$ cat src/pixel_packer_pkg.sv
/*
  shared constants, format enumeration and request/response structs for the
  frame buffer pixel packer.
  assumes: frame buffer is byte addressed and starts at byte address zero.
*/
package pixel_packer_pkg;

  // ==========================================================================
  // widths
  localparam int unsigned COORD_W = 16;
  localparam int unsigned ADDR_W  = 32;
  localparam int unsigned SHIFT_W = 3;

  // ==========================================================================
  // default geometry
  localparam int unsigned FB_WIDTH_DEF  = 320;
  localparam int unsigned FB_HEIGHT_DEF = 240;

  // ==========================================================================
  // luminance weights, sum is 256 so the gray level needs no rounding step
  localparam logic [7:0] LUMA_R = 8'h4d;
  localparam logic [7:0] LUMA_G = 8'h96;
  localparam logic [7:0] LUMA_B = 8'h1d;

  // ==========================================================================
  // gray scale divisors and opaque alpha
  localparam logic [7:0] GRAY4_DIV = 8'h11;
  localparam logic [7:0] GRAY2_DIV = 8'h55;
  localparam logic [7:0] GRAY1_DIV = 8'hff;
  localparam logic [7:0] ALPHA_OPAQUE = 8'hff;

  // ==========================================================================
  // reset values
  localparam logic [ADDR_W-1:0] ADDR_RST  = 32'h0000_0000;
  localparam logic [31:0]       PIXEL_RST = 32'h0000_0000;

  // ==========================================================================
  // pixel formats: standard ones first, integrator hook formats after
  typedef enum logic [3:0] {
    FMT_ARGB8888 = 4'h0,
    FMT_RGB888   = 4'h1,
    FMT_RGB565   = 4'h2,
    FMT_ARGB1555 = 4'h3,
    FMT_ARGB4444 = 4'h4,
    gray_nibble_format  = 4'h5,
    gray_two_bit_format = 4'h6,
    gray_one_bit_format = 4'h7,
    FMT_HOOK1    = 4'h8,
    FMT_HOOK2    = 4'h9,
    FMT_HOOK4    = 4'ha,
    FMT_HOOK8    = 4'hb,
    FMT_HOOK16   = 4'hc,
    FMT_HOOK24   = 4'hd,
    FMT_HOOK32   = 4'he
  } pixel_format_e;

  typedef enum logic {
    PACK_LINE   = 1'b0,
    PACK_COLUMN = 1'b1
  } pixel_packing_order_e;

  typedef enum logic {
    SCAN_ROW    = 1'b0,
    SCAN_COLUMN = 1'b1
  } frame_scan_order_e;

  // ==========================================================================
  // carriers
  typedef struct packed {
    logic [COORD_W-1:0] x;
    logic [COORD_W-1:0] y;
    logic [31:0]        argb;   // colour to encode
    logic [31:0]        raw;    // pixel read back from memory, to decode
  } pixel_req_s;

  typedef struct packed {
    logic [ADDR_W-1:0]  byte_addr;
    logic [SHIFT_W-1:0] bit_shift;
    logic [2:0]         byte_count;
    logic [31:0]        pixel;
    logic [31:0]        pixel_mask;
    logic [31:0]        argb;
  } pixel_rsp_s;

  // ==========================================================================
  // bits per pixel of a format
  function automatic logic [5:0] bits_per_pixel(input pixel_format_e f);
    case (f)
      FMT_ARGB8888, FMT_HOOK32: bits_per_pixel = 6'h20;
      FMT_RGB888, FMT_HOOK24: bits_per_pixel = 6'h18;
      FMT_RGB565, FMT_ARGB1555, FMT_ARGB4444, FMT_HOOK16: bits_per_pixel = 6'h10;
      FMT_HOOK8: bits_per_pixel = 6'h08;
      gray_nibble_format, FMT_HOOK4: bits_per_pixel = 6'h04;
      gray_two_bit_format, FMT_HOOK2: bits_per_pixel = 6'h02;
      default: bits_per_pixel = 6'h01;
    endcase
  endfunction : bits_per_pixel

endpackage : pixel_packer_pkg

$ cat src/framebuffer_pixel_packer.sv
/*
  frame buffer pixel packer: maps a pixel coordinate to a byte address, bit
  position and lane mask, and converts colours to and from the pixel format.
  assumes: format, packing and scan order are build-time parameters; the
  drawing engine presents one request per cycle and the memory side uses the
  registered answer one cycle later.
*/
// Functional notes
// - sub-byte formats pack several pixels per byte; packing order only affects them
// - line packing: byte holds adjacent row pixels; rows start on fresh byte
// - column packing: byte holds adjacent column pixels; columns start on fresh byte
// - first pixel in least significant bits, later pixels toward msb
// - wide formats stored row by row from top; 16 bit pixel x at 2x
// - multi-byte pixels stored lsb first, gapless; 24 bit takes three bytes
// - sub-byte formats support row scan or column scan frame order
// - row scan, line packing: successive bytes are successive row groups
// - row scan, column packing: successive bytes step one column right
// - column scan, line packing: successive bytes step one row down
// - argb8888 holds four 8 bit channels; conversion is identity
// - rgb888 holds 8 bit red, green, blue, no alpha
// - rgb565 holds 5 red, 6 green, 5 blue, no alpha
// - 1555 encode: bit 15 only when fully opaque, top five bits per colour
// - 1555 decode: alpha bit to full byte, colours shifted left three
// - 4444 keeps upper nibbles; decode duplicates each nibble
// - plain bit count formats use integrator conversion hooks
`timescale 1ns/100ps
module framebuffer_pixel_packer
  import pixel_packer_pkg::*;
#(
  parameter pixel_format_e        PIXEL_FORMAT        = FMT_ARGB8888, // pixel format
  parameter pixel_packing_order_e PIXEL_PACKING_ORDER = PACK_LINE,    // narrow format packing
  parameter frame_scan_order_e    FRAME_SCAN_ORDER    = SCAN_ROW,     // narrow format scan
  parameter int unsigned          FB_WIDTH            = FB_WIDTH_DEF, // pixels per row
  parameter int unsigned          FB_HEIGHT           = FB_HEIGHT_DEF // pixels per column
) (
  input  wire logic        mclk_i,       // clock, 40 MHz
  input  wire logic        nrst_i,       // synchronous reset, active low
  input  wire logic        req_valid_i,  // request strobe
  input  wire pixel_req_s  req_i,        // coordinate, colour and read-back pixel
  input  wire logic [31:0] hook_pixel_i, // integrator encoder result
  input  wire logic [31:0] hook_argb_i,  // integrator decoder result
  output logic             rsp_valid_o,  // answer strobe, one cycle
  output pixel_rsp_s       rsp_o         // address, lanes, pixel and colour
);

  // ==========================================================================
  // static geometry, fixed at build time so no mid-frame reconfiguration hazard
  localparam logic [5:0] BPP = bits_per_pixel(PIXEL_FORMAT);
  localparam logic [3:0] PIX_PER_BYTE = (BPP < 6'h08) ? 4'(8 / BPP) : 4'h1;
  localparam logic [2:0] PIX_BYTES = (BPP >= 6'h08) ? 3'(BPP / 8) : 3'h1;
  localparam logic [ADDR_W-1:0] WIDTH_A = ADDR_W'(FB_WIDTH);
  localparam logic [ADDR_W-1:0] HEIGHT_A = ADDR_W'(FB_HEIGHT);
  // padded byte counts per row and per column
  // divisor is pixels per byte, never zero, so wide formats elaborate cleanly too
  localparam logic [ADDR_W-1:0] ROW_BYTES = ADDR_W'((FB_WIDTH + PIX_PER_BYTE - 1) / PIX_PER_BYTE);
  localparam logic [ADDR_W-1:0] COL_BYTES = ADDR_W'((FB_HEIGHT + PIX_PER_BYTE - 1) / PIX_PER_BYTE);
  localparam logic [2:0] LOG_PPB = (PIX_PER_BYTE == 4'h8) ? 3'h3 :
                                   (PIX_PER_BYTE == 4'h4) ? 3'h2 :
                                   (PIX_PER_BYTE == 4'h2) ? 3'h1 : 3'h0;

  // ==========================================================================
  // colour conversion
  logic [31:0] enc_pixel;
  logic [31:0] dec_argb;

  pixel_color_converter u_conv (
    .fmt_i        (PIXEL_FORMAT),
    .argb_i       (req_i.argb),
    .raw_i        (req_i.raw),
    .hook_pixel_i (hook_pixel_i),
    .hook_argb_i  (hook_argb_i),
    .pixel_o      (enc_pixel),
    .argb_o       (dec_argb)
  );

  // ==========================================================================
  // address and bit position
  logic [ADDR_W-1:0]  x_a;
  logic [ADDR_W-1:0]  y_a;
  logic [ADDR_W-1:0]  x_grp;
  logic [ADDR_W-1:0]  y_grp;
  logic [2:0]         x_sub;
  logic [2:0]         y_sub;
  logic [ADDR_W-1:0]  addr_calc;
  logic [2:0]         slot;
  logic [SHIFT_W-1:0] shift_calc;
  logic [31:0]        lane_mask;

  // group index is coordinate divided by pixels per byte, slot is the remainder
  always_comb begin
    x_a   = ADDR_W'(req_i.x);
    y_a   = ADDR_W'(req_i.y);
    x_grp = x_a >> LOG_PPB;
    y_grp = y_a >> LOG_PPB;
    x_sub = 3'(req_i.x[2:0] & 3'(PIX_PER_BYTE - 4'h1));
    y_sub = 3'(req_i.y[2:0] & 3'(PIX_PER_BYTE - 4'h1));
    addr_calc = ADDR_RST;
    slot      = 3'h0;
    if (BPP >= 6'h08) begin
      // row by row, lsb first, no gaps between pixels
      addr_calc = ADDR_W'((y_a * WIDTH_A + x_a) * ADDR_W'(PIX_BYTES));
    end else if (FRAME_SCAN_ORDER == SCAN_ROW) begin
      if (PIXEL_PACKING_ORDER == PACK_LINE) begin
        addr_calc = ADDR_W'(y_a * ROW_BYTES + x_grp);
        slot      = x_sub;
      end else begin
        addr_calc = ADDR_W'(y_grp * WIDTH_A + x_a);
        slot      = y_sub;
      end
    end else begin
      if (PIXEL_PACKING_ORDER == PACK_LINE) begin
        addr_calc = ADDR_W'(x_grp * HEIGHT_A + y_a);
        slot      = x_sub;
      end else begin
        addr_calc = ADDR_W'(x_a * COL_BYTES + y_grp);
        slot      = y_sub;
      end
    end
    // first pixel of a byte sits at the lsb end
    shift_calc = SHIFT_W'(6'(slot) * BPP);
  end

  // ==========================================================================
  // lane mask, one bit per pixel bit, built per bit position
  genvar gi;
  generate
    for (gi = 0; gi < 32; gi++) begin : g_mask
      always_comb begin
        if (BPP >= 6'h08) begin
          lane_mask[gi] = (6'(gi) < BPP);
        end else begin
          lane_mask[gi] = (gi < 8) && (6'(gi) >= 6'(shift_calc)) && (6'(gi) < 6'(shift_calc) + BPP);
        end
      end
    end
  endgenerate

  // ==========================================================================
  // answer stage next values
  logic       rsp_valid_reg;
  logic       rsp_valid_next;
  pixel_rsp_s rsp_reg;
  pixel_rsp_s rsp_next;

  // answer holds its value between requests so memory side may sample late
  always_comb begin
    rsp_valid_next = req_valid_i;
    rsp_next       = rsp_reg;
    if (req_valid_i) begin
      rsp_next.byte_addr  = addr_calc;
      rsp_next.bit_shift  = shift_calc;
      rsp_next.byte_count = PIX_BYTES;
      // narrow pixels are moved to their slot so a read-modify-write just masks
      rsp_next.pixel      = (BPP < 6'h08) ? (enc_pixel << shift_calc) & lane_mask : enc_pixel & lane_mask;
      rsp_next.pixel_mask = lane_mask;
      rsp_next.argb       = dec_argb;
    end
  end

  // answer registers
  always_ff @(posedge mclk_i) begin
    if (!nrst_i) begin
      rsp_valid_reg       <= 1'b0;
      rsp_reg.byte_addr   <= ADDR_RST;
      rsp_reg.bit_shift   <= '0;
      rsp_reg.byte_count  <= '0;
      rsp_reg.pixel       <= PIXEL_RST;
      rsp_reg.pixel_mask  <= PIXEL_RST;
      rsp_reg.argb        <= PIXEL_RST;
    end else begin
      rsp_valid_reg <= rsp_valid_next;
      rsp_reg       <= rsp_next;
    end
  end

  assign rsp_valid_o = rsp_valid_reg;
  assign rsp_o       = rsp_reg;

endmodule : framebuffer_pixel_packer

$ cat src/pixel_color_converter.sv
/*
  combinational colour converter between 32-bit argb and the frame buffer
  pixel formats.
  assumes: hook formats are converted by integrator logic that drives the
  hook inputs from the same request inputs.
*/
`timescale 1ns/100ps
module pixel_color_converter
  import pixel_packer_pkg::*;
(
  input  wire pixel_format_e fmt_i,        // selected pixel format
  input  wire logic [31:0]   argb_i,       // colour to encode
  input  wire logic [31:0]   raw_i,        // pixel to decode
  input  wire logic [31:0]   hook_pixel_i, // integrator encoded pixel
  input  wire logic [31:0]   hook_argb_i,  // integrator decoded colour
  output logic      [31:0]   pixel_o,      // encoded pixel, low aligned
  output logic      [31:0]   argb_o        // decoded colour
);

  // ==========================================================================
  // gray level
  logic [15:0] luma_sum;
  logic [7:0]  luminance_of;
  logic [7:0]  g4;
  logic [7:0]  g2;

  // fixed weighting, shift by 8 because weights sum to 256
  always_comb begin
    luma_sum = 16'(LUMA_R * argb_i[23:16]) + 16'(LUMA_G * argb_i[15:8]) + 16'(LUMA_B * argb_i[7:0]);
    luminance_of = luma_sum[15:8];
    g4 = luminance_of / GRAY4_DIV;
    g2 = luminance_of / GRAY2_DIV;
  end

  // ==========================================================================
  // encode and decode per format
  always_comb begin
    pixel_o = 32'h0000_0000;
    argb_o  = 32'h0000_0000;
    case (fmt_i)
      FMT_ARGB8888: begin
        pixel_o = argb_i;
        argb_o  = raw_i;
      end
      FMT_RGB888: begin
        pixel_o = {8'h00, argb_i[23:0]};
        argb_o  = {ALPHA_OPAQUE, raw_i[23:0]};
      end
      FMT_RGB565: begin
        pixel_o = {16'h0000, argb_i[23:19], argb_i[15:10], argb_i[7:3]};
        argb_o  = {ALPHA_OPAQUE, raw_i[15:11], 3'h0, raw_i[10:5], 2'h0, raw_i[4:0], 3'h0};
      end
      FMT_ARGB1555: begin
        pixel_o = {16'h0000, (argb_i[31:24] == ALPHA_OPAQUE), argb_i[23:19], argb_i[15:11], argb_i[7:3]};
        argb_o  = {{8{raw_i[15]}}, raw_i[14:10], 3'h0, raw_i[9:5], 3'h0, raw_i[4:0], 3'h0};
      end
      FMT_ARGB4444: begin
        pixel_o = {16'h0000, argb_i[31:28], argb_i[23:20], argb_i[15:12], argb_i[7:4]};
        argb_o  = {{2{raw_i[15:12]}}, {2{raw_i[11:8]}}, {2{raw_i[7:4]}}, {2{raw_i[3:0]}}};
      end
      gray_nibble_format: begin
        pixel_o = {28'h0000000, g4[3:0]};
        argb_o  = {ALPHA_OPAQUE, {6{raw_i[3:0]}}};
      end
      gray_two_bit_format: begin
        pixel_o = {30'h00000000, g2[1:0]};
        argb_o  = {ALPHA_OPAQUE, {12{raw_i[1:0]}}};
      end
      gray_one_bit_format: begin
        pixel_o = {31'h00000000, (luminance_of == GRAY1_DIV)};
        argb_o  = {ALPHA_OPAQUE, {24{raw_i[0]}}};
      end
      default: begin
        pixel_o = hook_pixel_i;
        argb_o  = hook_argb_i;
      end
    endcase
  end

endmodule : pixel_color_converter

$ cat config.mk
export PLATFORM = sky130hd
export DESIGN_NAME = framebuffer_pixel_packer
export DESIGN_NICKNAME = d
export VERILOG_FILES = /design/src/pixel_packer_pkg.sv /design/src/framebuffer_pixel_packer.sv /design/src/pixel_color_converter.sv
export SDC_FILE = /design/constraint.sdc
export NUM_CORES = 1
export LEC_CHECK = 0
export BUFFER_PORTS_ARGS = -buffer_cell sky130_fd_sc_hd__buf_2
export CORE_MARGIN = 1.5
export CORE_UTILIZATION = 40
export DETAILED_ROUTE_END_ITERATION = 12
export PLACE_DENSITY = 0.66
export SLEW_MARGIN = 15
export SYNTH_ARGS = -nofsm -noshare
export SYNTH_HDL_FRONTEND = slang
export SYNTH_HIERARCHICAL = 1
export SYNTH_SLANG_ARGS = --single-unit
$ cat constraint.sdc
create_clock -name mclk_i -period 4.1 [get_ports mclk_i]
set_input_delay 0.82 -clock mclk_i [delete_from_list [all_inputs] [get_ports mclk_i]]
set_output_delay 0.82 -clock mclk_i [all_outputs]
set_load 0.01 [all_outputs]
==> run summary <==
The setup check on the worst reg-to-reg path leaves a slack of 3.09 ns. The sum of net half-perimeters after detailed placement came out at 26.14 mm. The area of the die is around 27000 µm². In the synthesized netlist the async set-or-reset flop fraction comes to 0%. The global-route wire length before repair is 52.25 mm. The area occupied by multi-input gates is 7901 µm². The remaining global-route overflow is 0. The max-slew violation count is 0.

For this run, the leading register cell type out of synthesis is sky130_fd_sc_hd__dfxtp_1. After detailed routing, the number of vias per cell comes to approximately 5.4. The register bit count reported by yosys is 92. The final-report hold violation count came out at 0. The clock reaches the later pin of the worst-skew pair after 0.34 ns.

Wires add up to 33.26 mm. The initial core utilization is between 40 and 50%. The flow ran to the end, and the final reports show no timing, DRC or antenna violations. The worst slack at placement is -0.08998 ns.

Yosys printed 6 warnings. Fill cells in the final layout number around 2600. The fmax is around 260 MHz.

The clock transition time at the flip-flop clock pins of the worst setup and hold paths came out at roughly 0.070 ns. The detailed router's first-iteration violation count is roughly 660. The sequential cell area is roughly 1800 µm². The die width is 165.8 µm.

Buffers placed on the I/O ports in this run total around 290. The area fraction in compound gates after synthesis is 19.38%. For the pin with the worst max-slew slack, the measured transition is about 0.90 ns. The post-synthesis xor/xnor area fraction came out at 4.556%. The required time of the critical path is 4.38 ns. Setup repair after global routing left no endpoint under its margin. The total clock buffers created by CTS is 9. Entering global routing, the biggest net connects 68 pins. The part of the Yosys area used for sequential elements came out at 17.37%. The tree is rooted in a sky130_fd_sc_hd__clkbuf_16.

The hold buffer count at cts is 0. The critical path is of the primary input to register type. The first TritonRoute pass finished after 8 iterations.

The arrival time reported for the critical path endpoint is slightly above 4 ns. The number of antenna-violating nets in the routed design came out at 0. After technology mapping, the gate count stands at between 1000 and 1500.

The setup slack after layout came out at ~0.32 ns. The post-synthesis cell type count is 83. The total number of H-tree levels came out at 3. In the routed design, unresolved DRC markers number 0.

The per-instance average area after synthesis is around 8.4 µm². The number of I/O pins is 298. The final design instance area without fill is 12400 µm².

By area, the combinational part of the netlist is dominated by adder cells. The number of buffers on the longest clock path came out at 2. For this run, the total global-route usage over all layers was measured as 23.72%. The CTS tree is done. The layout-stage area growth over the synthesis result is 16.96%. In the final routed layout, each cell accounts on average for approximately 18 µm. The kind of path behind the tightest hold check is register to register.

The post-route netlist has between 20 and 25% of its cells at a drive strength greater than 1. Between clock sinks in the finished design, the worst skew comes to 0 ns. Summing all placed instances gives a cell area of 12050 µm².

The global placement routability congestion is 0.9446. In this run the tightest slew margin relative to its limit is 39.51%. STA classifies the critical path startpoint as a primary input.

Leaving out fill and tap cells, the most frequent cell in the layout is sky130_fd_sc_hd__buf_2. Clock tree synthesis found a total of around 90 sinks. In the layout the commonest cells are 285 x sky130_fd_sc_hd__buf_2, 148 x sky130_fd_sc_hd__nor2_1, 129 x sky130_fd_sc_hd__ha_1. The total setup violations reported at the end of the flow came out at 0. The peak fanout along the critical path came out at 4. In this run the vertical extent of the chip is about 170 µm. The final-stage net count came out at 1827. The count of maximum capacitance violations is 0. The number of standard-cell rows in the floorplan came out at 59.

The number of synthesized flops with an enable pin came out at 0. The number of antenna violations at the first check in global routing is 7. The number of global-route vias before repair is 9589.

The synthesized netlist devotes 25.99% of its cell area to adder and majority cells. The total standard cell area after synthesis came out at 10600 µm². The share of cell area taken by muxes after synthesis is 10.42%. The share of the clock period used by the worst path came out at between 90% and 100%. The number of vias in the routed layout is 9928. The time the final worst path needs with I/O delays and setup is 3.783 ns. The worst setup path is captured at a register. The placeable core region is roughly 26000 µm². The fraction of the mapped netlist area in simple logic gates came out at a little over an eighth.
[synthesized netlist by cell type, types with 3 or more instances]
cell type | number | area (µm²)
sky130_fd_sc_hd__a2111oi_0 | 5 | 43.79
sky130_fd_sc_hd__a211oi_1 | 18 | 135.1
sky130_fd_sc_hd__a21o_1 | 16 | 120.1
sky130_fd_sc_hd__a21oi_1 | 85 | 425.4
sky130_fd_sc_hd__a22o_1 | 17 | 148.9
sky130_fd_sc_hd__a22oi_1 | 11 | 82.58
sky130_fd_sc_hd__a2bb2oi_1 | 10 | 87.58
sky130_fd_sc_hd__a31oi_1 | 5 | 31.28
sky130_fd_sc_hd__and2_1 | 6 | 37.54
sky130_fd_sc_hd__buf_1 | 16 | 60.06
sky130_fd_sc_hd__buf_4 | 44 | 330.3
sky130_fd_sc_hd__clkbuf_1 | 37 | 138.9
sky130_fd_sc_hd__dfxtp_1 | 92 | 1842
sky130_fd_sc_hd__fa_1 | 57 | 1141
sky130_fd_sc_hd__ha_1 | 129 | 1614
sky130_fd_sc_hd__inv_1 | 99 | 371.6
sky130_fd_sc_hd__mux2_2 | 3 | 33.78
sky130_fd_sc_hd__mux2i_1 | 107 | 1071
sky130_fd_sc_hd__nand2_1 | 61 | 229.0
sky130_fd_sc_hd__nand2b_1 | 3 | 18.77
sky130_fd_sc_hd__nand3_1 | 17 | 85.08
sky130_fd_sc_hd__nand3b_1 | 3 | 22.52
sky130_fd_sc_hd__nand4_1 | 8 | 50.05
sky130_fd_sc_hd__nor2_1 | 148 | 555.5
sky130_fd_sc_hd__nor2b_1 | 10 | 62.56
sky130_fd_sc_hd__nor3_1 | 22 | 110.1
sky130_fd_sc_hd__o211ai_1 | 16 | 120.1
sky130_fd_sc_hd__o21a_1 | 13 | 97.59
sky130_fd_sc_hd__o21ai_0 | 54 | 270.3
sky130_fd_sc_hd__o21ai_1 | 3 | 15.01
sky130_fd_sc_hd__o21bai_1 | 5 | 37.54
sky130_fd_sc_hd__o22a_1 | 9 | 78.83
sky130_fd_sc_hd__o31ai_1 | 5 | 37.54
sky130_fd_sc_hd__or2_2 | 7 | 43.79
sky130_fd_sc_hd__or3_1 | 4 | 25.02
sky130_fd_sc_hd__xnor2_1 | 35 | 306.5
sky130_fd_sc_hd__xor2_1 | 15 | 131.4
[critical path, cell delays in order]
cell and delay (ns):
sky130_fd_sc_hd__buf_2 0.12, sky130_fd_sc_hd__ha_1 0.28, sky130_fd_sc_hd__ha_1 0.16, sky130_fd_sc_hd__inv_1 0.05
sky130_fd_sc_hd__fa_1 0.38, sky130_fd_sc_hd__or2b_1 0.27, sky130_fd_sc_hd__nand2b_1 0.08, sky130_fd_sc_hd__a21oi_1 0.07
sky130_fd_sc_hd__xnor2_1 0.16, sky130_fd_sc_hd__ha_1 0.22, sky130_fd_sc_hd__or3_1 0.13, sky130_fd_sc_hd__nor3_1 0.06
sky130_fd_sc_hd__o41ai_2 0.39, sky130_fd_sc_hd__nand2_1 0.16, sky130_fd_sc_hd__or4_1 0.54, sky130_fd_sc_hd__a31oi_1 0.17
[metrics by stage]
step	std cells	hold WS [ns]	TNS (ns)	utilization [%]
2_1_floorplan	1270	0.4982	0	-
3_3_place_gp	1802	0.4657	-0.1275	46.25
3_5_place_dp	1802	0.4520	-0.1060	46.25
4_1_cts	1818	0.4766	0	47.49
5_1_grt	1822	0.4947	0	47.56
6_report	1824	0.4779	0	47.58
[sequential cells by signal (all words and copies together), names as in the netlist]
register	count
rsp_valid_o	1
rsp_o	91
[routing by layer]
metal	vias up	global-route usage [%]	routed length, µm
li1	4829	-	-
met1	4625	30.47	14640
met2	414	38.13	14900
met3	58	6.363	2629
met4	2	8.696	1075
met5	-	0	13
[final timing paths]
check                                 from         end  depth (start not counted)
worst max-delay path             req_i[67]  rsp_o[128]                         16
worst max register to register   rsp_o[32]   rsp_o[32]                          2
worst min register to register  rsp_o[111]  rsp_o[111]                          2
worst min-delay path            rsp_o[111]  rsp_o[111]                          2
[area by class of cell]
type                       instances  area share [%]
antenna                            6          0.1211
clock buffer                      10           1.847
clock inverter                     6          0.7569
inverter                         102           3.098
multi-input combinational        978           63.73
sequential                        92           14.86
tap                              335           3.381
timing repair buffer             295           12.21
[logic make-up after synthesis]
kind of cell | after synthesis
XOR/XNOR | 52
adder cells (fa/ha/maj) | 186
AND/OR/NAND/NOR | 311
flip-flops | 92
AO/OA/AOI/OAI | 304
other | 1
buffers and inverters | 200
multiplexers | 110
[what timing repair did]
| action | CTS | global route |
|---|---|---|
| setup endpoints to repair | 0 | 2 |
| resized for setup | 0 | 1 |
| buffers inserted | 0 | 0 |
Power is not shown: default switching activity piles up to over one toggle a cycle in this logic, so the estimate is an artifact.
